[src/ubrg_pkg.sv]
`default_nettype none

package ubrg_pkg;

  // Register bus geometry.
  localparam int unsigned REG_ADDR_W = 3;
  localparam int unsigned REG_DATA_W = 8;

  // Register indices on the plain register port.
  localparam logic [REG_ADDR_W-1:0] OFF_DIV_LOW = 3'h0;
  localparam logic [REG_ADDR_W-1:0] OFF_DIV_HIGH = 3'h1;
  localparam logic [REG_ADDR_W-1:0] OFF_TX_CTRL = 3'h2;
  localparam logic [REG_ADDR_W-1:0] OFF_BAUD_CTRL = 3'h3;
  localparam logic [REG_ADDR_W-1:0] OFF_COUNT_LOW = 3'h4;
  localparam logic [REG_ADDR_W-1:0] OFF_COUNT_HIGH = 3'h5;
  localparam logic [REG_ADDR_W-1:0] OFF_RATE_STATUS = 3'h6;

  // Field positions.
  localparam int unsigned BIT_SYNC_MODE = 4;
  localparam int unsigned BIT_HIGH_SPEED = 2;
  localparam int unsigned BIT_WIDE_DIVISOR = 3;
  localparam int unsigned BIT_STAT_MODE_LSB = 0;
  localparam int unsigned BIT_STAT_TICK_SEEN = 7;

  // Values after reset.
  localparam logic [7:0] RST_DIV_LOW = 8'h00;
  localparam logic [7:0] RST_DIV_HIGH = 8'h00;
  localparam logic RST_SYNC_MODE = 1'b0;
  localparam logic RST_HIGH_SPEED = 1'b0;
  localparam logic RST_WIDE_DIVISOR = 1'b0;

  // Clock rate of the generator.
  localparam int unsigned SYS_CLK_HZ = 100_000_000;

  // System clocks per divisor count in each divide mode.
  localparam int unsigned PRESCALE_W = 7;
  localparam logic [PRESCALE_W-1:0] PRESCALE_DIV64 = 7'h40;
  localparam logic [PRESCALE_W-1:0] PRESCALE_DIV16 = 7'h10;
  localparam logic [PRESCALE_W-1:0] PRESCALE_DIV4 = 7'h04;

  typedef enum logic [1:0] {
    UBRG_DIV64 = 2'b00,
    UBRG_DIV16 = 2'b01,
    UBRG_DIV4 = 2'b10
  } ubrg_div_t;

  // Divide mode from the three control bits.
  function automatic ubrg_div_t ubrg_div_sel(input logic sync_mode, input logic wide, input logic high_speed);
    ubrg_div_t sel;
    sel = UBRG_DIV64;
    if (sync_mode) begin
      sel = UBRG_DIV4;
    end else if (wide && high_speed) begin
      sel = UBRG_DIV4;
    end else if (wide || high_speed) begin
      sel = UBRG_DIV16;
    end
    return sel;
  endfunction : ubrg_div_sel

  function automatic logic [PRESCALE_W-1:0] ubrg_div_factor(input ubrg_div_t sel);
    logic [PRESCALE_W-1:0] f;
    case (sel)
      UBRG_DIV64: f = PRESCALE_DIV64;
      UBRG_DIV16: f = PRESCALE_DIV16;
      UBRG_DIV4: f = PRESCALE_DIV4;
      default: f = PRESCALE_DIV64;
    endcase
    return f;
  endfunction : ubrg_div_factor

endpackage : ubrg_pkg

`default_nettype wire

[src/ubrg_prescaler.sv]
`default_nettype none

module ubrg_prescaler #(
  parameter int unsigned WIDTH = 7
) (
  input wire logic i_sys_clk,
  input wire logic i_nrst,
  input wire logic i_restart,
  input wire logic [WIDTH-1:0] i_factor,
  output logic o_en
);
  import ubrg_pkg::*;

  logic [WIDTH-1:0] count_q;
  logic wrap;

  // A factor lowered mid-count must not run the counter all the way round.
  assign wrap = (count_q >= (i_factor - {{(WIDTH-1){1'b0}}, 1'b1}));

  always_ff @(posedge i_sys_clk or negedge i_nrst) begin
    if (!i_nrst) begin
      count_q <= '0;
    end else if (i_restart) begin
      count_q <= '0;
    end else if (wrap) begin
      count_q <= '0;
    end else begin
      count_q <= count_q + {{(WIDTH-1){1'b0}}, 1'b1};
    end
  end

  always_ff @(posedge i_sys_clk or negedge i_nrst) begin
    if (!i_nrst) begin
      o_en <= 1'b0;
    end else begin
      o_en <= wrap && !i_restart;
    end
  end

endmodule : ubrg_prescaler

`default_nettype wire

[src/ubrg_reload_counter.sv]
`default_nettype none

module ubrg_reload_counter #(
  parameter int unsigned WIDTH = 16
) (
  input wire logic i_sys_clk,
  input wire logic i_nrst,
  input wire logic i_restart,
  input wire logic i_en,
  input wire logic [WIDTH-1:0] i_load,
  output logic [WIDTH-1:0] o_count,
  output logic o_tick
);
  import ubrg_pkg::*;

  logic [WIDTH-1:0] count_q;

  assign o_count = count_q;

  // load count reload
  always_ff @(posedge i_sys_clk or negedge i_nrst) begin
    if (!i_nrst) begin
      count_q <= '0;
    end else if (i_restart) begin
      count_q <= i_load;
    end else if (i_en) begin
      if (count_q == '0) begin
        count_q <= i_load;
      end else begin
        count_q <= count_q - {{(WIDTH-1){1'b0}}, 1'b1};
      end
    end
  end

  // tick on zero
  always_ff @(posedge i_sys_clk or negedge i_nrst) begin
    if (!i_nrst) begin
      o_tick <= 1'b0;
    end else begin
      o_tick <= i_en && !i_restart && (count_q == '0);
    end
  end

endmodule : ubrg_reload_counter

`default_nettype wire

[src/ubrg_top.sv]
`default_nettype none

// Summary of operation
// Writing the low divisor byte restarts the bit rate counter from a fresh count.
// Writing the high divisor byte also restarts the bit rate counter.
// High divisor byte is ignored unless the wide divisor select bit is set.
// Low divisor register holds divisor bits 7 to 0, read and write.
// High divisor register holds divisor bits 15 to 8, read and write.
// Divisor n is the high and low bytes concatenated as one pair.
// Async, 8-bit, low speed: rate is clock over 64 times (n+1).
// Async, 16-bit, low speed: rate is clock over 16 times (n+1).
// Synchronous mode: rate is clock over 4 times (n+1), speed bit ignored.
// Transmit control register: mode select at bit 4, high speed at bit 2.
// Baud control register: wide divisor select at bit 3.
// Mode select one means synchronous, zero means asynchronous.
// Wide divisor select one uses 16-bit generator, zero uses 8-bit.
// Async high speed select one is high speed; ignored in synchronous mode.
// Async high speed: 16 times (n+1) for 8-bit, 4 times for 16-bit.
// Counter loads n, counts down per prescaled clock, ticks and reloads past zero.
module ubrg_top #(
  parameter int unsigned DIV_W = 16
) (
  input wire logic i_sys_clk,
  input wire logic i_nrst,
  input wire logic [ubrg_pkg::REG_ADDR_W-1:0] i_addr,
  input wire logic [ubrg_pkg::REG_DATA_W-1:0] i_wdata,
  input wire logic i_wr,
  input wire logic i_rd,
  output logic [ubrg_pkg::REG_DATA_W-1:0] o_rdata,
  output logic o_rate_tick,
  output logic o_prescale_en,
  output logic o_sync_mode,
  output logic o_high_speed,
  output logic o_wide_divisor
);
  import ubrg_pkg::*;

  logic [7:0] baud_divisor_low_q;
  logic [7:0] baud_divisor_high_q;
  logic sync_mode_q;
  logic high_speed_q;
  logic wide_divisor_q;
  logic restart_q;
  logic tick_seen_q;
  logic [7:0] count_high_snap_q;
  logic [7:0] rdata_q;
  logic [7:0] rdata_d;

  logic wr_div_low;
  logic wr_div_high;
  logic wr_tx_ctrl;
  logic wr_baud_ctrl;
  logic rd_count_low;
  logic rd_status;

  logic [DIV_W-1:0] baud_divisor;
  logic [DIV_W-1:0] divisor_eff;
  ubrg_div_t div_sel;
  logic [PRESCALE_W-1:0] prescale_factor;
  logic prescale_en;
  logic rate_tick;
  logic [DIV_W-1:0] bit_rate_count;

  // Register port decode.
  assign wr_div_low = i_wr && (i_addr == OFF_DIV_LOW);
  assign wr_div_high = i_wr && (i_addr == OFF_DIV_HIGH);
  assign wr_tx_ctrl = i_wr && (i_addr == OFF_TX_CTRL);
  assign wr_baud_ctrl = i_wr && (i_addr == OFF_BAUD_CTRL);
  assign rd_count_low = i_rd && (i_addr == OFF_COUNT_LOW);
  assign rd_status = i_rd && (i_addr == OFF_RATE_STATUS);

  // low divisor storage
  always_ff @(posedge i_sys_clk or negedge i_nrst) begin
    if (!i_nrst) begin
      baud_divisor_low_q <= RST_DIV_LOW;
    end else if (wr_div_low) begin
      baud_divisor_low_q <= i_wdata;
    end
  end

  // high divisor storage
  always_ff @(posedge i_sys_clk or negedge i_nrst) begin
    if (!i_nrst) begin
      baud_divisor_high_q <= RST_DIV_HIGH;
    end else if (wr_div_high) begin
      baud_divisor_high_q <= i_wdata;
    end
  end

  // Only the generator's own control bits are held; the rest of each control byte reads as zero.
  // mode and speed bits
  always_ff @(posedge i_sys_clk or negedge i_nrst) begin
    if (!i_nrst) begin
      sync_mode_q <= RST_SYNC_MODE;
      high_speed_q <= RST_HIGH_SPEED;
    end else if (wr_tx_ctrl) begin
      sync_mode_q <= i_wdata[BIT_SYNC_MODE];
      high_speed_q <= i_wdata[BIT_HIGH_SPEED];
    end
  end

  // wide divisor bit
  always_ff @(posedge i_sys_clk or negedge i_nrst) begin
    if (!i_nrst) begin
      wide_divisor_q <= RST_WIDE_DIVISOR;
    end else if (wr_baud_ctrl) begin
      wide_divisor_q <= i_wdata[BIT_WIDE_DIVISOR];
    end
  end

  // The restart is delayed one cycle so that the counter reloads the byte just written,
  // not the value it replaces.
  // low write restart
  // high write restart
  always_ff @(posedge i_sys_clk or negedge i_nrst) begin
    if (!i_nrst) begin
      restart_q <= 1'b0;
    end else begin
      restart_q <= wr_div_low || wr_div_high;
    end
  end

  // divisor pair
  assign baud_divisor = {baud_divisor_high_q, baud_divisor_low_q};

  // high byte gated
  // width select
  assign divisor_eff = wide_divisor_q ? baud_divisor : {8'h00, baud_divisor[7:0]};

  // slow 8-bit
  // slow 16-bit
  // synchronous divide
  // mode polarity
  // speed polarity
  // fast async
  assign div_sel = ubrg_div_sel(sync_mode_q, wide_divisor_q, high_speed_q);
  assign prescale_factor = ubrg_div_factor(div_sel);

  // A change of mode bits alone does not restart the count; the new factor applies to the prescaler
  // count already running, and the new divisor from the next counter reload.
  ubrg_prescaler #(
    .WIDTH(PRESCALE_W)
  ) u_prescaler (
    .i_sys_clk(i_sys_clk),
    .i_nrst(i_nrst),
    .i_restart(restart_q),
    .i_factor(prescale_factor),
    .o_en(prescale_en)
  );

  // bit rate counter
  ubrg_reload_counter #(
    .WIDTH(DIV_W)
  ) u_bit_rate_counter (
    .i_sys_clk(i_sys_clk),
    .i_nrst(i_nrst),
    .i_restart(restart_q),
    .i_en(prescale_en),
    .i_load(divisor_eff),
    .o_count(bit_rate_count),
    .o_tick(rate_tick)
  );

  // Sticky flag of a tick since the last status read; a tick in the reading cycle wins.
  always_ff @(posedge i_sys_clk or negedge i_nrst) begin
    if (!i_nrst) begin
      tick_seen_q <= 1'b0;
    end else if (rate_tick) begin
      tick_seen_q <= 1'b1;
    end else if (rd_status) begin
      tick_seen_q <= 1'b0;
    end
  end

  // Reading the low count byte freezes the high byte, so a pair of reads is coherent.
  always_ff @(posedge i_sys_clk or negedge i_nrst) begin
    if (!i_nrst) begin
      count_high_snap_q <= 8'h00;
    end else if (rd_count_low) begin
      count_high_snap_q <= bit_rate_count[15:8];
    end
  end

  // Read mux; unmapped indices read as zero.
  always_comb begin
    rdata_d = 8'h00;
    case (i_addr)
      OFF_DIV_LOW: rdata_d = baud_divisor_low_q;
      OFF_DIV_HIGH: rdata_d = baud_divisor_high_q;
      OFF_TX_CTRL: begin
        rdata_d[BIT_SYNC_MODE] = sync_mode_q;
        rdata_d[BIT_HIGH_SPEED] = high_speed_q;
      end
      OFF_BAUD_CTRL: rdata_d[BIT_WIDE_DIVISOR] = wide_divisor_q;
      OFF_COUNT_LOW: rdata_d = bit_rate_count[7:0];
      OFF_COUNT_HIGH: rdata_d = count_high_snap_q;
      OFF_RATE_STATUS: begin
        rdata_d[BIT_STAT_MODE_LSB +: 2] = div_sel;
        rdata_d[BIT_STAT_TICK_SEEN] = tick_seen_q;
      end
      default: rdata_d = 8'h00;
    endcase
  end

  // Read data stand for exactly the cycle after the strobe and are zero otherwise.
  always_ff @(posedge i_sys_clk or negedge i_nrst) begin
    if (!i_nrst) begin
      rdata_q <= 8'h00;
    end else if (i_rd) begin
      rdata_q <= rdata_d;
    end else begin
      rdata_q <= 8'h00;
    end
  end

  assign o_rdata = rdata_q;
  assign o_rate_tick = rate_tick;
  assign o_prescale_en = prescale_en;
  assign o_sync_mode = sync_mode_q;
  assign o_high_speed = high_speed_q;
  assign o_wide_divisor = wide_divisor_q;

endmodule : ubrg_top

`default_nettype wire
[config.mk]
export PLATFORM = sky130hd
export DESIGN_NAME = ubrg_top
export DESIGN_NICKNAME = d
export VERILOG_FILES = /design/src/ubrg_pkg.sv /design/src/ubrg_prescaler.sv /design/src/ubrg_reload_counter.sv /design/src/ubrg_top.sv
export SDC_FILE = /design/constraint.sdc
export NUM_CORES = 1
export LEC_CHECK = 0
export ABC_AREA = 1
export ABC_CLOCK_PERIOD_IN_PS = 3200
export BUFFER_PORTS_ARGS = -buffer_cell sky130_fd_sc_hd__buf_4
export CORE_ASPECT_RATIO = 0.8
export CORE_UTILIZATION = 60
export DETAILED_ROUTE_END_ITERATION = 16
export GPL_TIMING_DRIVEN = 1
export PLACE_DENSITY = 0.89
export SKIP_CTS_REPAIR_TIMING = 1
export SYNTH_ARGS = -nofsm -noshare
export SYNTH_HDL_FRONTEND = slang
export SYNTH_SLANG_ARGS = --single-unit
[constraint.sdc]
create_clock -name i_sys_clk -period 3.2 [get_ports i_sys_clk]
set_input_delay 0.48 -clock i_sys_clk [delete_from_list [all_inputs] [get_ports i_sys_clk]]
set_output_delay 0.48 -clock i_sys_clk [all_outputs]
set_load 0.02 [all_outputs]
---- After elaboration in Yosys (flattened, before gate mapping) ----
Cells that the tools add are included.
storage, ports and cells
  bits in registers ....................... 62
  bits in latches ......................... 0
  memory bits (writable) .................. 0
  bits in read-only memories .............. 0
  output and inout bits ................... 13
  logic and storage cells ................. 61
  memories kept ........................... 0
operators by class
  $add $sub $neg .......................... 3
  $mul .................................... 0
  div/mod/pow operators ................... 0
  order comparisons ....................... 1
  equal/unequal tests ..................... 8
  shift operators ......................... 0
  mux-type cells .......................... 19
  bitwise logic cells ..................... 0
  reductions and logical operators ........ 17
operator list
  kind                                                                    count
  16-bit two-way mux                                                      4
  1-bit case mux with 5 select lines                                      4
  16-bit zero test                                                        1
  16-bit by 1-bit subtractor with 16-bit output (second input constant)   1
  7-bit two-way mux                                                       2
  7-bit case mux with 2 select lines                                      1
  1-bit logical AND                                                       10
  2-bit case mux with 5 select lines                                      1
  3-bit equality test (second input constant)                             3
  8-bit two-way mux                                                       1
  2-bit case mux with 4 select lines                                      1
  7-bit by 1-bit adder with 7-bit output (second input constant)          1
  7-bit greater-or-equal comparator                                       1
  7-bit by 1-bit subtractor with 7-bit output (second input constant)     1
  3-bit by 2-bit equality test with 1-bit output (second input constant)  2
  2-bit two-way mux                                                       2
  2-bit nonzero test                                                      2
  3-bit by 1-bit equality test with 1-bit output (second input constant)  1
  3-bit zero test                                                         1
  1-bit two-way mux                                                       3
  2-bit by 1-bit equality test with 1-bit output (second input constant)  1
  2-bit equality test (second input constant)                             1
  1-bit logical OR                                                        2
  1-bit zero test                                                         1

---- Longest topological paths before layout ----
  depth after elaboration ................. 10
  gate-level depth with buffers ........... 12
  mapped depth without buffers ............ 12

---- Hierarchy ----
A second synthesis with hierarchy kept.
second synthesis, totals
  cell total of the unflattened synthesis .. 541
  area, all modules ....................... 3920.0 µm²
modules (own cells, without submodules)
  module               instances  cells an instance  area each (µm²)  sequential area each (µm²)
  ubrg_top             1          233                1880.6           925.9
  ubrg_reload_counter  1          215                1373.8           425.4
  ubrg_prescaler       1          93                 665.6            200.2

---- Worst setup path before layout ----
Ideal clock, no wire load.
  path type ............................... reg-to-reg
  from .................................... reg high_speed_q (netlist: o_high_speed)
  to ...................................... reg u_prescaler.count_q[0]
  library setup time ...................... 0.123 ns
  arrival ................................. 2.370 ns
  data required time ...................... 3.077 ns
  setup slack ............................. 0.707 ns
  cell stages (with the launch flop) ...... 13
  clock period less this slack ............ 2.493 ns
  path through ............................ dfrtp_1 -> ha_1 -> or2_2 -> ha_1 -> xnor2_1 -> ha_1 -> nand2_1 -> nor2_1 -> and3_1 -> nor2_1 -> and2_1 -> nand2_1 -> nor2_1
on the way
  cells in the longest elaborated chain, start to end .. 10
  elaborated cells between the ends (all ways) .. 12
RTL lines
  item                                                                                          line                  RTL
  start: declaration                                                                            ubrg_top.sv:41        logic high_speed_q;
  start signal: assignment                                                                      ubrg_top.sv:98        high_speed_q <= i_wdata[BIT_HIGH_SPEED];
  1-bit logical OR                                                                              ubrg_pkg.sv:55        end else if (wide || high_speed) begin
  1-bit two-way mux                                                                             ubrg_pkg.sv:55
  2-bit two-way mux (*)                                                                         ubrg_pkg.sv:53        end else if (wide && high_speed) begin
  2-bit two-way mux (*)                                                                         ubrg_pkg.sv:51        if (sync_mode) begin
  2-bit equality test / 2-bit by 1-bit equality test with 1-bit output (equally long branches)  ubrg_pkg.sv:63        case (sel)
  7-bit case mux with 2 select lines (*)                                                        ubrg_pkg.sv:63
  7-bit by 1-bit subtractor with 7-bit output (*)                                               ubrg_prescaler.sv:18  assign wrap = (count_q >= (i_factor - {{(WIDTH-1){1'b0}}, 1'b1}));
  7-bit greater-or-equal comparator (*)                                                         ubrg_prescaler.sv:18
  7-bit two-way mux (*)                                                                         ubrg_prescaler.sv:25  end else if (wrap) begin
  7-bit two-way mux (*)                                                                         ubrg_prescaler.sv:23  end else if (i_restart) begin
  end signal: assignment                                                                        ubrg_prescaler.sv:28  count_q <= count_q + {{(WIDTH-1){1'b0}}, 1'b1};
  end: declaration                                                                              ubrg_prescaler.sv:14  logic [WIDTH-1:0] count_q;
Mark *: on every way between the ends. The rest lies on a longest branch, timed or not.
A chain may end at the register's enable or synchronous reset.

---- Final worst setup path ----
  from .................................... reg wide_divisor_q (netlist: o_wide_divisor)
  to ...................................... reg u_prescaler.count_q[5]
on the way
  cells in the longest elaborated chain, start to end .. 10
  elaborated cells between the ends (all ways) .. 12
RTL lines
  item                                                                                          line                  RTL
  start: declaration                                                                            ubrg_top.sv:42        logic wide_divisor_q;
  start signal: assignment                                                                      ubrg_top.sv:107       wide_divisor_q <= i_wdata[BIT_WIDE_DIVISOR];
  1-bit logical OR                                                                              ubrg_pkg.sv:55
  1-bit two-way mux                                                                             ubrg_pkg.sv:55
  2-bit two-way mux (*)                                                                         ubrg_pkg.sv:53
  2-bit two-way mux (*)                                                                         ubrg_pkg.sv:51
  2-bit equality test / 2-bit by 1-bit equality test with 1-bit output (equally long branches)  ubrg_pkg.sv:63
  7-bit case mux with 2 select lines (*)                                                        ubrg_pkg.sv:63
  7-bit by 1-bit subtractor with 7-bit output (*)                                               ubrg_prescaler.sv:18
  7-bit greater-or-equal comparator (*)                                                         ubrg_prescaler.sv:18
  7-bit two-way mux (*)                                                                         ubrg_prescaler.sv:25
  7-bit two-way mux (*)                                                                         ubrg_prescaler.sv:23
Marks and branches as above.

==> flow_summary.html <==
<table>
<tr><th>Metric</th><th>Value</th></tr>
<tr><th colspan="2">Outcome</th></tr>
<tr><td>Outcome</td><td>complete, no violations</td></tr>
<tr><th colspan="2">STA</th></tr>
<tr><td>Count of pins over their slew limit</td><td>0</td></tr>
<tr><td>Final total negative setup slack</td><td>0 ns</td></tr>
<tr><td>Worst-case setup margin in the final layout</td><td>0.359 ns</td></tr>
<tr><td>Actual slew at the worst max-slew pin</td><td>0.779 ns</td></tr>
<tr><td>Number of hold-slack violations in the final timing report</td><td>0</td></tr>
<tr><td>Total of endpoints with negative setup slack in the final report</td><td>0</td></tr>
<tr><td>Top achievable clock speed</td><td>352 MHz</td></tr>
<tr><td>Final Cycle Share</td><td>88.8%</td></tr>
<tr><td>Max-slew headroom</td><td>48.1%</td></tr>
<tr><td>Clock Skew</td><td>0.00770 ns</td></tr>
<tr><td>Min cycle time layout</td><td>2.84 ns</td></tr>
<tr><td>RSZ-0062 raised after global routing</td><td>false</td></tr>
<tr><th colspan="2">Clocking</th></tr>
<tr><td>Bufs on Longest Clock Path</td><td>2</td></tr>
<tr><td>Number of H-tree levels</td><td>3</td></tr>
<tr><td>Clock buffer count from CTS</td><td>9</td></tr>
<tr><td>Number of clock sinks</td><td>62</td></tr>
<tr><td>Root Driver</td><td>sky130_fd_sc_hd__clkbuf_8</td></tr>
<tr><td>Worst-Skew Late Latency</td><td>0.36 ns</td></tr>
<tr><td>CTS tree</td><td>built</td></tr>
<tr><td>Clock-pin slew reported for the worst setup and hold paths after clock tree synthesis</td><td>0.06 ns</td></tr>
<tr><th colspan="2">Die</th></tr>
<tr><td>Number of top-level pins</td><td>28</td></tr>
<tr><td>Effective utilization at floorplan</td><td>63.5%</td></tr>
<tr><td># rows</td><td>24</td></tr>
<tr><td>Total die area</td><td>6230 um^2</td></tr>
<tr><td>Core box area</td><td>5590 um^2</td></tr>
<tr><td>Die Height</td><td>70.8 um</td></tr>
<tr><td>Die span in x</td><td>88.0 um</td></tr>
<tr><th colspan="2">Synth</th></tr>
<tr><td>Top post-synthesis cells by area</td><td>sky130_fd_sc_hd__dfrtp_1, sky130_fd_sc_hd__nand2_1, sky130_fd_sc_hd__inv_1</td></tr>
<tr><td>Number of standard cells after synthesis</td><td>460</td></tr>
<tr><td>Number of synthesized flops with an enable pin</td><td>0</td></tr>
<tr><td>Most instantiated flip-flop cell in the synthesis netlist</td><td>sky130_fd_sc_hd__dfrtp_1</td></tr>
<tr><td>Count of distinct cell types in the synthesized netlist</td><td>37</td></tr>
<tr><td>Netlist Area Pre-Place</td><td>3550 um^2</td></tr>
<tr><td>Sequential area share after synthesis</td><td>43.7%</td></tr>
<tr><td>Syn nets</td><td>484</td></tr>
<tr><td>Average instance area after synthesis</td><td>7.71 um^2</td></tr>
<tr><td>Async set-or-reset flop fraction in the synthesized netlist</td><td>100%</td></tr>
<tr><td>Synthesized flop and latch total</td><td>62</td></tr>
<tr><td>Cell taking the most area after synthesis</td><td>sky130_fd_sc_hd__dfrtp_1</td></tr>
<tr><td>Area fraction of the dominant cell type after synthesis</td><td>43.7%</td></tr>
<tr><td>Synth Warn #</td><td>0</td></tr>
<tr><th colspan="2">Finish</th></tr>
<tr><td>Register cell area after layout</td><td>1550 um^2</td></tr>
<tr><td>Fill cell instance count of the final layout</td><td>452</td></tr>
<tr><td>Most common cell after layout, fill and taps aside</td><td>sky130_fd_sc_hd__nand2_1</td></tr>
<tr><td>Commonest cells after routing, fill and taps aside</td><td>sky130_fd_sc_hd__nand2_1, sky130_fd_sc_hd__inv_1, sky130_fd_sc_hd__dfrtp_1, sky130_fd_sc_hd__nor2_1, sky130_fd_sc_hd__nand3_1</td></tr>
<tr><td>Final Non-Filler Cells</td><td>572</td></tr>
<tr><td>Cell area after layout</td><td>3990 um^2</td></tr>
<tr><td>Multi-input combinational cell area</td><td>1670 um^2</td></tr>
<tr><td>Antenna diodes</td><td>0</td></tr>
<tr><td>Fraction of final layout cells with drive strength greater than 1</td><td>15.8%</td></tr>
<tr><td>Area growth, synth to finish</td><td>12.4%</td></tr>
<tr><td>Final layout net count</td><td>514</td></tr>
<tr><th colspan="2">Critical path</th></tr>
<tr><td>Type of origin of the critical path</td><td>register</td></tr>
<tr><td>Crit path DAT</td><td>3.07 ns</td></tr>
<tr><td>Kind of capture point of the worst setup path</td><td>register</td></tr>
<tr><td>Worst Path Class, Setup</td><td>register to register</td></tr>
<tr><td>Worst Path Required</td><td>3.43 ns</td></tr>
<tr><td>Largest driver fanout on the critical path</td><td>13</td></tr>
<tr><th colspan="2">Route</th></tr>
<tr><td>Average via count per standard cell</td><td>5.66</td></tr>
<tr><td>DRC errors left</td><td>0</td></tr>
<tr><td>Initial detailed-routing violation count</td><td>320</td></tr>
<tr><td>Remaining antenna violation count after routing</td><td>0</td></tr>
<tr><td>Routed wire length per instance</td><td>15.2 um</td></tr>
<tr><td>Final WL</td><td>8.67 mm</td></tr>
<tr><td>Total via count in the routed design</td><td>3238</td></tr>
<tr><td>First-pass DRT Iterations</td><td>7</td></tr>
<tr><th colspan="2">Global route</th></tr>
<tr><td>Grt peak-use layer</td><td>met2</td></tr>
<tr><td>All-layer global routing usage</td><td>31.1%</td></tr>
<tr><td>Via count of the first global-routing pass</td><td>3088</td></tr>
<tr><td>GRT met3 Usage</td><td>8.98%</td></tr>
<tr><td>Met1 routing resource usage after global routing</td><td>42.0%</td></tr>
<tr><td>Total congestion overflow</td><td>0</td></tr>
<tr><td>GR Layer Usage met2</td><td>48.1%</td></tr>
<tr><td>Largest net degree at the start of global routing</td><td>63</td></tr>
<tr><td>Initial antenna violation count</td><td>0</td></tr>
<tr><td>Global-route wire length before repair</td><td>14.5 mm</td></tr>
<tr><th colspan="2">Pwr</th></tr>
<tr><td>Leakage dissipation</td><td>2.06 nW</td></tr>
<tr><td>Worst ir drop on vdd</td><td>0.446 mV</td></tr>
<tr><td>Pwr/cell area</td><td>782 nW/um^2</td></tr>
<tr><th colspan="2">Hold path</th></tr>
<tr><td>Min-delay worst type</td><td>input pin to async pin</td></tr>
<tr><th colspan="2">Job</th></tr>
<tr><td>Number of max-cap violations</td><td>0</td></tr>
<tr><th colspan="2">Placement</th></tr>
<tr><td>DP Worst Slack</td><td>0.426 ns</td></tr>
<tr><td>Buffers added on ports</td><td>27</td></tr>
<tr><td>Dpl cells</td><td>557</td></tr>
<tr><td>Total placed instance area</td><td>3790 um^2</td></tr>
<tr><td>Routability Congestion</td><td>0.951</td></tr>
<tr><td>Post-DP HPWL</td><td>6.30 mm</td></tr>
</table>
[final cells by class]
class	instances	share of cell area, %
clock buffer	11	3.29
clock inverter	4	1.82
inverter	68	6.46
multi-input combinational	321	41.8
timing repair buffer	28	5.27
sequential	62	38.9
tap	78	2.45
[cells in the mapped netlist (3+ instances only)]
cell,count
sky130_fd_sc_hd__nand2_1,123
sky130_fd_sc_hd__o21ai_2,10
sky130_fd_sc_hd__buf_2,5
sky130_fd_sc_hd__inv_2,4
sky130_fd_sc_hd__nand2_4,4
sky130_fd_sc_hd__ha_1,9
sky130_fd_sc_hd__nand3_2,3
sky130_fd_sc_hd__o21ai_0,25
sky130_fd_sc_hd__o21ai_1,6
sky130_fd_sc_hd__a21oi_1,9
sky130_fd_sc_hd__nor2_2,3
sky130_fd_sc_hd__nand4_1,8
sky130_fd_sc_hd__nor2_4,5
sky130_fd_sc_hd__nor2_1,49
sky130_fd_sc_hd__nand3_1,34
sky130_fd_sc_hd__xor2_1,6
sky130_fd_sc_hd__inv_1,62
sky130_fd_sc_hd__o22ai_1,8
sky130_fd_sc_hd__dfrtp_1,62
sky130_fd_sc_hd__nand2_2,4
[report_power, final]
part	total (mW)	switching [mW]	internal, mW
clock	0.740	0.307	0.433
sequential	1.20	0.207	0.991
combinational	1.18	0.768	0.415
[cell families after synthesis]
| kind of cell | after synthesis | share of synthesized area [%] |
|---|---|---|
| and+or+nand+nor | 239 | 30.8 |
| buffers and inverters | 77 | 9.24 |
| AOI/OAI and AO/OA | 65 | 11.1 |
| DFF | 62 | 43.7 |
| adders and majority gates | 9 | 3.17 |
| xor gates and xnor gates | 8 | 1.97 |
[worst max-delay path: stages, from the launching register on]
cell and delay, ns:
sky130_fd_sc_hd__dfrtp_1 0.54, sky130_fd_sc_hd__ha_1 0.26, sky130_fd_sc_hd__or2_2 0.30, sky130_fd_sc_hd__ha_1 0.33, sky130_fd_sc_hd__xnor2_1 0.14, sky130_fd_sc_hd__ha_1 0.32, sky130_fd_sc_hd__nand2_1 0.07, sky130_fd_sc_hd__nor2_1 0.14
sky130_fd_sc_hd__and3_1 0.17, sky130_fd_sc_hd__nor2_1 0.04, sky130_fd_sc_hd__and2_1 0.15, sky130_fd_sc_hd__nand2_1 0.19, sky130_fd_sc_hd__nor2_1 0.08
[per-stage QoR]
step | power (mW) | hold WS, ns | util (%)
after floorplan | 2.02 | 0.184 | -
after global placement | 2.28 | 0.444 | 67.8
after detailed placement | 2.35 | 0.462 | 67.8
after CTS | 3.10 | 0.233 | 71.4
after global routing | 3.33 | 0.272 | 71.4
final | 3.12 | 0.209 | 71.4
[state kept, by name, indices dropped and copies added, names as in the netlist]
signal	cells
baud_divisor_low_q	8
o_high_speed	1
restart_q	1
count_high_snap_q	8
u_bit_rate_counter.o_count	16
u_prescaler.o_en	1
tick_seen_q	1
o_sync_mode	1
baud_divisor_high_q	8
u_prescaler.count_q	7
o_rdata	8
u_bit_rate_counter.o_tick	1
o_wide_divisor	1
[path summary, 6_finish.rpt]
check / from / end / slack [ns] / cells after the start
setup / recovery: o_wide_divisor / u_prescaler.count_q[5] / 0.36 / 12
setup reg to reg: o_wide_divisor / u_prescaler.count_q[5] / 0.36 / 12
hold / removal: i_nrst / u_prescaler.count_q[2] / 0.21 / 1
max in group asynchronous: i_nrst / u_bit_rate_counter.o_count[15] / 2.49 / 1
hold reg to reg: u_prescaler.count_q[0] / u_prescaler.count_q[0] / 0.47 / 1
min in group i_sys_clk: i_wdata[5] / baud_divisor_high_q[5] / 0.39 / 3
[metal layers]
metal | part of all wire [%] | up-vias
li1 | - | 1523
met1 | 43 | 1530
met2 | 46 | 160
met3 | 8.8 | 25
met4 | 1.8 | 0
met5 | 0 | -
(Power assumes the default switching activity.)
